$ cat config.mk
export PLATFORM = sky130hd
export DESIGN_NAME = nv_access_ctrl
export DESIGN_NICKNAME = d
export VERILOG_FILES = /design/src/rtl/nv_access_pkg.sv /design/src/rtl/nv_access_ctrl.sv /design/src/rtl/nv_byte_array.sv /design/src/rtl/nv_prog_timer.sv
export SDC_FILE = /design/constraint.sdc
export NUM_CORES = 1
export LEC_CHECK = 0
export BUFFER_PORTS_ARGS = -buffer_cell sky130_fd_sc_hd__buf_2
export CAP_MARGIN = 0
export CORE_MARGIN = 2
export CORE_UTILIZATION = 63
export CTS_CLUSTER_SIZE = 8
export DETAILED_ROUTE_END_ITERATION = 8
export PLACE_DENSITY = 0.82
export SLEW_MARGIN = 20
export SYNTH_ARGS = -nofsm -noshare
export SYNTH_HDL_FRONTEND = slang
export SYNTH_HIERARCHICAL = 1
export SYNTH_SLANG_ARGS = --single-unit
$ cat constraint.sdc
create_clock -name mclk -period 4.9 [get_ports mclk]
set_input_delay 0.98 -clock mclk [delete_from_list [all_inputs] [get_ports mclk]]
set_output_delay 0.98 -clock mclk [all_outputs]
set_load 0.01 [all_outputs]
$ cat src/rtl/nv_access_pkg.sv
// Purpose: shared constants for the byte-wide nonvolatile access controller
// Assumes: i/o offsets are local choices, timing from oscillator ticks
// Notes: every offset, field position, cycle count and mode, address and data reset value lives here

package nv_access_pkg;

  ////////////////////////////////////////////////////////////////////////////
  // i/o register offsets (6-bit i/o space)
  localparam logic [5:0] OFS_CONTROL = 6'h1c;
  localparam logic [5:0] OFS_DATA = 6'h1d;
  localparam logic [5:0] OFS_ADDRESS = 6'h1e;

  ////////////////////////////////////////////////////////////////////////////
  // control register field positions
  localparam int MODE_HI = 5;
  localparam int MODE_LO = 4;
  localparam int RIE_BIT = 3;
  localparam int MPE_BIT = 2;
  localparam int PE_BIT = 1;
  localparam int RE_BIT = 0;

  // address layout: six live bits select 64 linear byte locations
  localparam int ADDR_BITS = 6;
  localparam int DEPTH = 64;

  ////////////////////////////////////////////////////////////////////////////
  // programming modes
  localparam logic [1:0] MODE_ATOMIC = 2'h0;
  localparam logic [1:0] MODE_ERASE = 2'h1;
  localparam logic [1:0] MODE_WRITE = 2'h2;
  localparam logic [1:0] MODE_RSVD = 2'h3;

  ////////////////////////////////////////////////////////////////////////////
  // reset values and the erased byte value
  localparam logic [1:0] MODE_RESET = 2'h0;
  localparam logic [5:0] ADDR_RESET = 6'h00;
  localparam logic [7:0] DATA_RESET = 8'h00;
  localparam logic [7:0] ERASED_BYTE = 8'hff;

  ////////////////////////////////////////////////////////////////////////////
  // cycle counts on mclk
  localparam logic [2:0] MPE_WINDOW = 3'h4;
  localparam logic [2:0] PROG_STALL = 3'h2;
  localparam logic [2:0] READ_STALL = 3'h4;

  // programming times, counted in calibrated-oscillator ticks
  localparam int TICK_NS = 1000;
  localparam int ATOMIC_US = 3400;
  localparam int SPLIT_US = 1800;
  localparam int ATOMIC_TICKS_I = (ATOMIC_US * 1000 + TICK_NS - 1) / TICK_NS;
  localparam int SPLIT_TICKS_I = (SPLIT_US * 1000 + TICK_NS - 1) / TICK_NS;
  localparam logic [11:0] ATOMIC_TICKS = ATOMIC_TICKS_I[11:0];
  localparam logic [11:0] SPLIT_TICKS = SPLIT_TICKS_I[11:0];

endpackage

$ cat src/rtl/nv_access_ctrl.sv
// Purpose: cpu access to the 64-byte nonvolatile data store via i/o regs
// Assumes: single-cycle i/o writes and reads, osc_tick from calibrated osc
// Notes: programming engine is reset only by pwr_rst, cpu side by rst

`timescale 1ns/10ps

module nv_access_ctrl
(
  input wire logic mclk,
  input wire logic rst,
  input wire logic pwr_rst,
  input wire logic [5:0] io_addr,
  input wire logic [7:0] io_wdata,
  input wire logic io_we,
  input wire logic io_re,
  output logic [7:0] io_rdata,
  input wire logic global_irq_enable,
  input wire logic osc_tick,
  output logic cpu_stall,
  output logic ready_irq
);

  ////////////////////////////////////////////////////////////////////////////
  // register state
  logic [5:0] nv_byte_address;
  logic [7:0] nv_byte_data;
  logic [1:0] prog_mode_field;
  logic ready_irq_enable;
  logic master_prog_enable;
  logic [2:0] mpe_count;
  logic [2:0] stall_count;
  logic [5:0] prog_addr;
  logic [7:0] prog_data;
  logic [1:0] prog_mode;

  // next values and decode
  logic [5:0] next_address;
  logic [7:0] next_data;
  logic [1:0] next_mode;
  logic next_mpe;
  logic [2:0] next_mpe_count;
  logic [2:0] next_stall;
  logic [7:0] next_rdata;
  logic [7:0] control_view;
  logic [1:0] start_mode;
  logic [11:0] start_ticks;
  logic wr_ctrl;
  logic wr_data;
  logic wr_addr;
  logic start_go;
  logic rd_go;
  logic prog_strobe_busy;
  logic prog_done;
  logic [7:0] array_rdata;

  ////////////////////////////////////////////////////////////////////////////
  // address decode
  assign wr_ctrl = io_we && (io_addr == nv_access_pkg::OFS_CONTROL);
  assign wr_data = io_we && (io_addr == nv_access_pkg::OFS_DATA);
  assign wr_addr = io_we && (io_addr == nv_access_pkg::OFS_ADDRESS);

  assign start_mode = io_wdata[nv_access_pkg::MODE_HI:nv_access_pkg::MODE_LO];
  assign start_go = wr_ctrl && io_wdata[nv_access_pkg::PE_BIT] &&
    master_prog_enable && !prog_strobe_busy && !rst &&
    (start_mode != nv_access_pkg::MODE_RSVD);

  assign rd_go = wr_ctrl && io_wdata[nv_access_pkg::RE_BIT] &&
    !prog_strobe_busy && !start_go;

  assign start_ticks = (start_mode == nv_access_pkg::MODE_ATOMIC) ?
    nv_access_pkg::ATOMIC_TICKS : nv_access_pkg::SPLIT_TICKS;

  ////////////////////////////////////////////////////////////////////////////
  // mode frozen while busy
  assign next_mode = (rst && !prog_strobe_busy) ? nv_access_pkg::MODE_RESET :
    (wr_ctrl && !prog_strobe_busy) ? start_mode : prog_mode_field;

  // mode sits in the power domain so a busy reset cannot disturb it
  always_ff @(posedge mclk or posedge pwr_rst)
  begin
    if (pwr_rst)
      prog_mode_field <= nv_access_pkg::MODE_RESET;
    else
      prog_mode_field <= next_mode;
  end

  ////////////////////////////////////////////////////////////////////////////
  // address locked while busy
  assign next_address = (wr_addr && !prog_strobe_busy) ?
    io_wdata[nv_access_pkg::ADDR_BITS-1:0] : nv_byte_address;

  assign next_data = rd_go ? array_rdata :
    wr_data ? io_wdata : nv_byte_data;

  // address and data registers
  always_ff @(posedge mclk or posedge rst)
  begin
    if (rst)
    begin
      nv_byte_address <= nv_access_pkg::ADDR_RESET;
      nv_byte_data <= nv_access_pkg::DATA_RESET;
    end
    else
    begin
      nv_byte_address <= next_address;
      nv_byte_data <= next_data;
    end
  end

  ////////////////////////////////////////////////////////////////////////////
  // four-cycle enable window
  // a rewrite of one restarts the window, which software may rely on
  assign next_mpe = (wr_ctrl && io_wdata[nv_access_pkg::MPE_BIT]) ? 1'b1 :
    (mpe_count == 3'h1) ? 1'b0 : master_prog_enable;
  assign next_mpe_count = (wr_ctrl && io_wdata[nv_access_pkg::MPE_BIT]) ?
    nv_access_pkg::MPE_WINDOW :
    (mpe_count != 3'h0) ? mpe_count - 3'h1 : 3'h0;

  assign next_stall = start_go ? nv_access_pkg::PROG_STALL :
    rd_go ? nv_access_pkg::READ_STALL :
    (stall_count != 3'h0) ? stall_count - 3'h1 : 3'h0;

  always_ff @(posedge mclk or posedge rst)
  begin
    if (rst)
    begin
      ready_irq_enable <= 1'b0;
      master_prog_enable <= 1'b0;
      mpe_count <= 3'h0;
      stall_count <= 3'h0;
    end
    else
    begin
      if (wr_ctrl)
        ready_irq_enable <= io_wdata[nv_access_pkg::RIE_BIT];
      master_prog_enable <= next_mpe;
      mpe_count <= next_mpe_count;
      stall_count <= next_stall;
    end
  end

  assign cpu_stall = (stall_count != 3'h0);

  ////////////////////////////////////////////////////////////////////////////
  // operands held in power domain
  always_ff @(posedge mclk or posedge pwr_rst)
  begin
    if (pwr_rst)
    begin
      prog_addr <= nv_access_pkg::ADDR_RESET;
      prog_data <= nv_access_pkg::DATA_RESET;
      prog_mode <= nv_access_pkg::MODE_RESET;
    end
    else if (start_go)
    begin
      prog_addr <= nv_byte_address;
      prog_data <= nv_byte_data;
      prog_mode <= start_mode;
    end
  end

  nv_prog_timer u_timer
  (
    .mclk(mclk),
    .pwr_rst(pwr_rst),
    .osc_tick(osc_tick),
    .start(start_go),
    .load_ticks(start_ticks),
    .busy(prog_strobe_busy),
    .done(prog_done)
  );

  nv_byte_array u_array
  (
    .mclk(mclk),
    .rd_addr(nv_byte_address),
    .rd_data(array_rdata),
    .commit(prog_done),
    .wr_addr(prog_addr),
    .wr_mode(prog_mode),
    .wr_data(prog_data)
  );

  ////////////////////////////////////////////////////////////////////////////
  // top bits and read strobe read zero
  assign control_view = {2'h0, prog_mode_field, ready_irq_enable,
    master_prog_enable, prog_strobe_busy, 1'b0};

  assign next_rdata =
    (io_addr == nv_access_pkg::OFS_CONTROL) ? control_view :
    (io_addr == nv_access_pkg::OFS_DATA) ? nv_byte_data :
    (io_addr == nv_access_pkg::OFS_ADDRESS) ? {2'h0, nv_byte_address} :
    8'h00;

  // read data registered one cycle after io_re, held otherwise
  always_ff @(posedge mclk or posedge rst)
  begin
    if (rst)
      io_rdata <= 8'h00;
    else if (io_re)
      io_rdata <= next_rdata;
  end

  assign ready_irq = ready_irq_enable && global_irq_enable &&
    !prog_strobe_busy;
endmodule // nv_access_ctrl

$ cat src/rtl/nv_byte_array.sv
// Purpose: 64-byte storage array with erase, write and atomic commit
// Assumes: one commit pulse per programming operation
// Notes: write-only can only clear bits, so an unerased byte is corrupted

`timescale 1ns/10ps

module nv_byte_array
(
  input wire logic mclk,
  input wire logic [5:0] rd_addr,
  output logic [7:0] rd_data,
  input wire logic commit,
  input wire logic [5:0] wr_addr,
  input wire logic [1:0] wr_mode,
  input wire logic [7:0] wr_data
);

  logic [7:0] cells [0:nv_access_pkg::DEPTH-1];

  ////////////////////////////////////////////////////////////////////////////
  // combinational fetch so a read finishes inside the strobe write
  assign rd_data = cells[rd_addr];

  // store the result of the finished operation
  always_ff @(posedge mclk)
  begin
    if (commit)
    begin
      case (wr_mode)
        nv_access_pkg::MODE_ATOMIC: cells[wr_addr] <= wr_data;
        nv_access_pkg::MODE_ERASE: cells[wr_addr] <= nv_access_pkg::ERASED_BYTE;
        nv_access_pkg::MODE_WRITE: cells[wr_addr] <= cells[wr_addr] & wr_data;
        default: cells[wr_addr] <= cells[wr_addr];
      endcase
    end
  end

endmodule // nv_byte_array

$ cat src/rtl/nv_prog_timer.sv
// Purpose: programming duration timer driven by oscillator ticks
// Assumes: osc_tick is a one-cycle pulse synchronous to mclk
// Notes: reset only by pwr_rst so a running operation survives rst

`timescale 1ns/10ps

module nv_prog_timer
(
  input wire logic mclk,
  input wire logic pwr_rst,
  input wire logic osc_tick,
  input wire logic start,
  input wire logic [11:0] load_ticks,
  output logic busy,
  output logic done
);

  typedef enum logic {T_IDLE, T_RUN} timer_state_e;

  timer_state_e state;
  timer_state_e next_state;
  logic [11:0] count;
  logic [11:0] next_count;

  ////////////////////////////////////////////////////////////////////////////
  // time from oscillator
  assign done = (state == T_RUN) && osc_tick && (count == 12'h001);
  assign busy = (state == T_RUN);

  // next state and count
  always_comb
  begin
    next_state = state;
    next_count = count;
    case (state)
      T_IDLE:
      begin
        if (start)
        begin
          next_state = T_RUN;
          next_count = load_ticks;
        end
      end
      T_RUN:
      begin
        if (done)
          next_state = T_IDLE;
        else if (osc_tick)
          next_count = count - 12'h001;
      end
      default: next_state = T_IDLE;
    endcase
  end

  always_ff @(posedge mclk or posedge pwr_rst)
  begin
    if (pwr_rst)
    begin
      state <= T_IDLE;
      count <= 12'h000;
    end
    else
    begin
      state <= next_state;
      count <= next_count;
    end
  end

endmodule // nv_prog_timer

Yosys cells after proc, flatten, opt, wreduce, memory -nomap -nowiden
Memory sizes are Yosys's and may differ from the RTL's.
Cells that the tools add are included.
- RAM bits: 512
- input port bits: 21
- output and inout port bits: 10
- register bits: 61
- memories kept: 1
- multiplexer cells: 37
- add/sub/neg operators: 3
- equal/unequal tests: 11
- reduce and logical (&&, ||, !) cells: 31
- bitwise gates (word level): 5
- memory list (memory ; depth ; width ; rd ports ; clocked after Yosys merged registers in ; write ports ; RTL line ; source):
    u_array.cells ; 64 ; 8 ; 2 ; 0 ; 1 ; nv_byte_array.sv:18 ; logic [7:0] cells [0:nv_access_pkg::DEPTH-1];
- operators with widths (kind ; number):
    8-bit two-way mux ; 7
    12-bit two-way mux ; 4
    12-bit case mux with 2 select lines ; 1
    1-bit logical AND ; 19
    6-bit by 5-bit == test with 1-bit output (second input constant) ; 3
    1-bit two-way mux ; 16
    3-bit two-way mux ; 5
    12-bit by 1-bit == test with 1-bit output (second input constant) ; 1
    12-bit by 1-bit subtractor with 12-bit output (second input constant) ; 1
    8-bit bitwise AND ; 1
    2-bit inequality test (second input constant) ; 4
    6-bit two-way mux ; 1
    2-bit nonzero test ; 3
    3-bit nonzero test ; 2
    3-bit by 1-bit subtractor with 3-bit output (second input constant) ; 2
    2-bit logical NOT ; 2
    2-bit two-way mux ; 2
    3-bit by 1-bit == test with 1-bit output (second input constant) ; 1
    1-bit logical NOT ; 3
    1-bit OR ; 3
    3-bit AND reduction ; 1
    3-bit OR reduction ; 1
    2-bit by 1-bit == test with 1-bit output (second input constant) ; 1
    2-bit == test (second input constant) ; 1
    other kinds (2) ; 2

Logic depth before layout (Yosys ltp)
- depth in word-level cells: 11
- mapped depth: 11

Cells and area by module
The synthesis kept the hierarchy.
- by module, submodules not included (module ; times used ; sequential area each (um^2) ; cells an instance ; area each (um^2)):
    nv_byte_array ; 1 ; 15374.7 ; 1416 ; 23886.7
    nv_access_ctrl ; 1 ; 1201.2 ; 192 ; 2265.9
    nv_prog_timer ; 1 ; 325.3 ; 107 ; 923.4

Least setup slack after synthesis
Ideal clock, no wire load.
- path type: input port to flip-flop
- start: input port osc_tick
- end: memory u_array.cells[0][3] (data pin)
- library setup time: 0.584 ns
- path slack: 0.570 ns
- arrival: 3.746 ns
- buffers on the path: 1
- stages on the path: 6
- cell sequence: nor2b_1 > and4_1 > and2_1 > buf_1 > nor2_1 > a41oi_1
- cells in the longest elaborated chain, start to end: 7
- ends and longest elaborated chain (what ; RTL line ; source):
    start, declared ; nv_access_ctrl.sv:18 ; input wire logic osc_tick,
    1-bit logical AND * (2 in a row) ; nv_prog_timer.sv:27 ; assign done = (state == T_RUN) && osc_tick && (count == 12'h001);
    via prog_done ; nv_access_ctrl.sv:53 ; logic prog_done;
    1-bit two-way mux ; nv_byte_array.sv:27 ; if (commit)
    1-bit two-way mux (not written as such) ; nv_byte_array.sv:31 ; nv_access_pkg::MODE_ERASE: cells[wr_addr] <= nv_access_pkg::ERASED_BYTE;
    8-bit two-way mux (no source line) (2 in a row) ; - ;
    8-bit two-way mux (no source line) * ; - ;
    end, declared ; nv_byte_array.sv:18 ;
The timed path passes the listed nets; every way through them passes the cells marked *.

Worst setup path in the final report
- start: register prog_addr[0]
- end: memory u_array.cells[54][0] (data pin)
- cells in the longest elaborated chain, start to end: 4
- ends and longest elaborated chain (what ; RTL line ; source):
    start, declared ; nv_access_ctrl.sv:32 ; logic [5:0] prog_addr;
    start signal, assigned ; nv_access_ctrl.sv:150 ; prog_addr <= nv_access_pkg::ADDR_RESET;
    start signal, assigned ; nv_access_ctrl.sv:156 ; prog_addr <= nv_byte_address;
    memory 64 x 8 bit * ; - ;
    8-bit bitwise AND ; nv_byte_array.sv:32 ; nv_access_pkg::MODE_WRITE: cells[wr_addr] <= cells[wr_addr] & wr_data;
    8-bit two-way mux (no source line) ; - ;
    8-bit two-way mux (no source line) * ; - ;
Every way passes the cells marked *; elsewhere a longest branch is shown, timed or not.

==> qor.yml <==
sta:
  setup_violations: 0
  max_freq_ghz: 0.227
  worst_pin_slew_ps: 1150
  hold_viol_final: 0
  maxSlewViolCount: 0
  finalWorstSetupSlack_ps: 501
  setup_tns_ps: 0
  max_slew_margin: 0.230
  fin_skew_ps: 33.8
  period_share: 0.898
  rsz0062_at_grt: "no"
  period_needed_ps: 4400
drt:
  wl_mm: 84.4
  vias_per_cell: 8.23
  vias: 19300
  antenna_left: 0
  detail_route.iter0.violations: 3816
  first_pass_iters: 7
  drc: 0
  routedWlPerCell_um: 36.1
logic_synthesis:
  synth_area_per_cell_um2: 15.8
  synth-seq-area-share: 0.624
  synth_top_flop_cell: "edfxtp_1"
  synth_cells: 1715
  synth_cell_types: 72
  syn-cell-area_mm2: 0.0271
  yosys_warnings: 6
  synth_edf_count: 512
  ys_ff_latch: 573
  async_flop_share: 0.106
critical_path:
  cp-end-kind: "flip-flop"
  crit_type: "reg2reg"
  required_ps: 5300
  crit_path_max_fanout: 41
  arrival_ps: 4800
  cp-start-kind: "flip-flop"
job:
  max_cap_viol_count: 0
power_and_ir_drop:
  power_density_mw_per_mm2: 366
  peakVddDrop_v: 0.000259
  leakage_nw: 8.71
floorplanning:
  die_y_um: 211
  ios: 31
  core_area_mm2: 0.0422
  dieArea_mm2: 0.0447
  rows: 75
  die_w_um: 211
  start_util: 0.641
global_route:
  grt_pass1_vias: 18600
  grt_max_degree: 82
  track_usage: 0.383
  antenna_found_initial: 2
  overflow: 0
  grt_pass1_wl_mm: 123
cts:
  cts_tree: "yes"
  numCtsBuffers: 81
  cts.path.max_buffers: 3
  cts_hold_buf: 0
  cts_setup_buffers: 0
  cts_max_level: 3
  cts_num_sinks: 573
  clkTransAtPathRegs_ps: 50
  clk_latency_ps: 630
  root_buffer: "clkbuf_16"
  cts_resized: 0
finish:
  final_common_cell: "edfxtp_1"
  fin_nets: 1792
  num-fill-cells: 2462
  fin_util: 0.717
  drive_above_1_share: 0.248
  fin_area_mm2: 0.0303
  area_delta_synth_final_pct: 11.9
  mostFrequentLayoutCells: "512 x edfxtp_1, 162 x mux4_2, 119 x nor2_1"
place:
  placed_area_mm2: 0.0280
  port_buffers: 30
  dp_slack_ps: 883
  post-dp-hpwl_mm: 52.6
  globalplace.congestion: 1.03
outcome:
  status: "finished clean"
worst_hold_path:
  hold_class: "in2async"
-- path summary, 6_finish.rpt --
check,from,endpoint,slack [ps],depth (start not counted)
min,pwr_rst,u_timer/count[10],400,2
max reg2reg,prog_addr[0],u_array/cells[54][0],500,9
min in group mclk,stall_count[0],stall_count[0],480,1
max,prog_addr[0],u_array/cells[54][0],500,9
min reg2reg,stall_count[0],stall_count[0],480,1
max in group asynchronous,pwr_rst,prog_addr[2],3830,2
-- final cells by class --
type | instances | area (um^2) | share of cell area
clock inverters | 7 | 78.8 | 0.00260
multi-input cells | 971 | 9460 | 0.312
inverters | 27 | 101 | 0.00335
repair buffers | 111 | 896 | 0.0296
well taps | 539 | 674 | 0.0223
flip-flops and latches | 573 | 16900 | 0.558
diodes | 1 | 2.50 | 0.0000826
clock buffers | 111 | 2160 | 0.0713
-- stage by stage --
stage / power [W] / hold WS (ps) / instances
2_1_floorplan: 0.00596 / 414 / 1722
3_3_place_gp: 0.00612 / 436 / 2221
3_5_place_dp: 0.00614 / 472 / 2221
4_1_cts: 0.0111 / 417 / 2339
5_1_grt: 0.0113 / 441 / 2339
6_report: 0.0111 / 399 / 2340
-- cell families (layout without fill, tap and decap cells) --
group	after synthesis	after routing	share of synthesized area
buf+inv	178	256	0.0322
mux	267	267	0.176
compound gates	435	435	0.118
flops	573	573	0.624
simple gates	253	253	0.0464
other cells	2	10	0.000277
xor+xnor	1	1	0.000324
fa+ha+maj	6	6	0.00277
-- report_power, final --
| group | total, W | leakage (nW) | internal, W | switching [W] |
|---|---|---|---|---|
| logic | 0.000602 | 3.15 | 0.000294 | 0.000308 |
| clock network | 0.00502 | 1.08 | 0.00303 | 0.00200 |
| registers | 0.00546 | 4.48 | 0.00532 | 0.000144 |
| total | 0.0111 | 8.71 | 0.00864 | 0.00245 |
-- synth_stat cells, drive strengths merged, types with 6 or more instances --
| master | number | area (um^2) |
|---|---|---|
| mux2 | 52 | 586 |
| a221o | 14 | 140 |
| a31oi | 9 | 56.3 |
| mux4 | 162 | 3650 |
| and3 | 6 | 43.8 |
| nand4 | 16 | 100 |
| a22o | 36 | 315 |
| nand3 | 12 | 60.1 |
| nor2b | 20 | 133 |
| o21ai | 55 | 279 |
| and2 | 11 | 68.8 |
| buf | 74 | 472 |
| o22ai | 32 | 200 |
| inv | 27 | 101 |
| a21oi | 72 | 364 |
| nand2b | 8 | 57.6 |
| a211oi | 9 | 67.6 |
| clkbuf | 77 | 299 |
| a22oi | 50 | 375 |
| mux2i | 53 | 531 |
| o32a | 7 | 70.1 |
| a221oi | 117 | 1020 |
| nor2 | 121 | 454 |
| edfxtp | 512 | 15400 |
| nand2 | 27 | 101 |
| dfrtp | 61 | 1530 |
| ha | 6 | 75.1 |
-- state kept, by name, summed over array words and instances (netlist names) --
name                flops
u_timer/busy            1
stall_count             3
mpe_count               3
u_timer/count          12
prog_addr               6
u_array/cells         512
ready_irq_enable        1
nv_byte_address         6
master_prog_enable      1
prog_data               8
prog_mode               2
io_rdata                8
prog_mode_field         2
nv_byte_data            8
-- metal layers --
| metal | share of wire | up-vias | track usage |
|---|---|---|---|
| li1 | - | 7244 | - |
| met1 | 0.31 | 9368 | 0.488 |
| met2 | 0.44 | 2120 | 0.558 |
| met3 | 0.17 | 519 | 0.150 |
| met4 | 0.078 | 4 | 0.237 |
| met5 | 0.00091 | - | 0.00222 |
-- worst max-delay path, stage by stage, from the launching register on --
cell and delay [ps]:
dfrtp_1 620, buf_4 320, and2_2 760, buf_4 360, a22oi_1 90, a21oi_1 160, o21ai_0 250, nand4_1 350
o32a_2 800, buf_4 420
No activity file was read; power rests on OpenSTA's default activity.
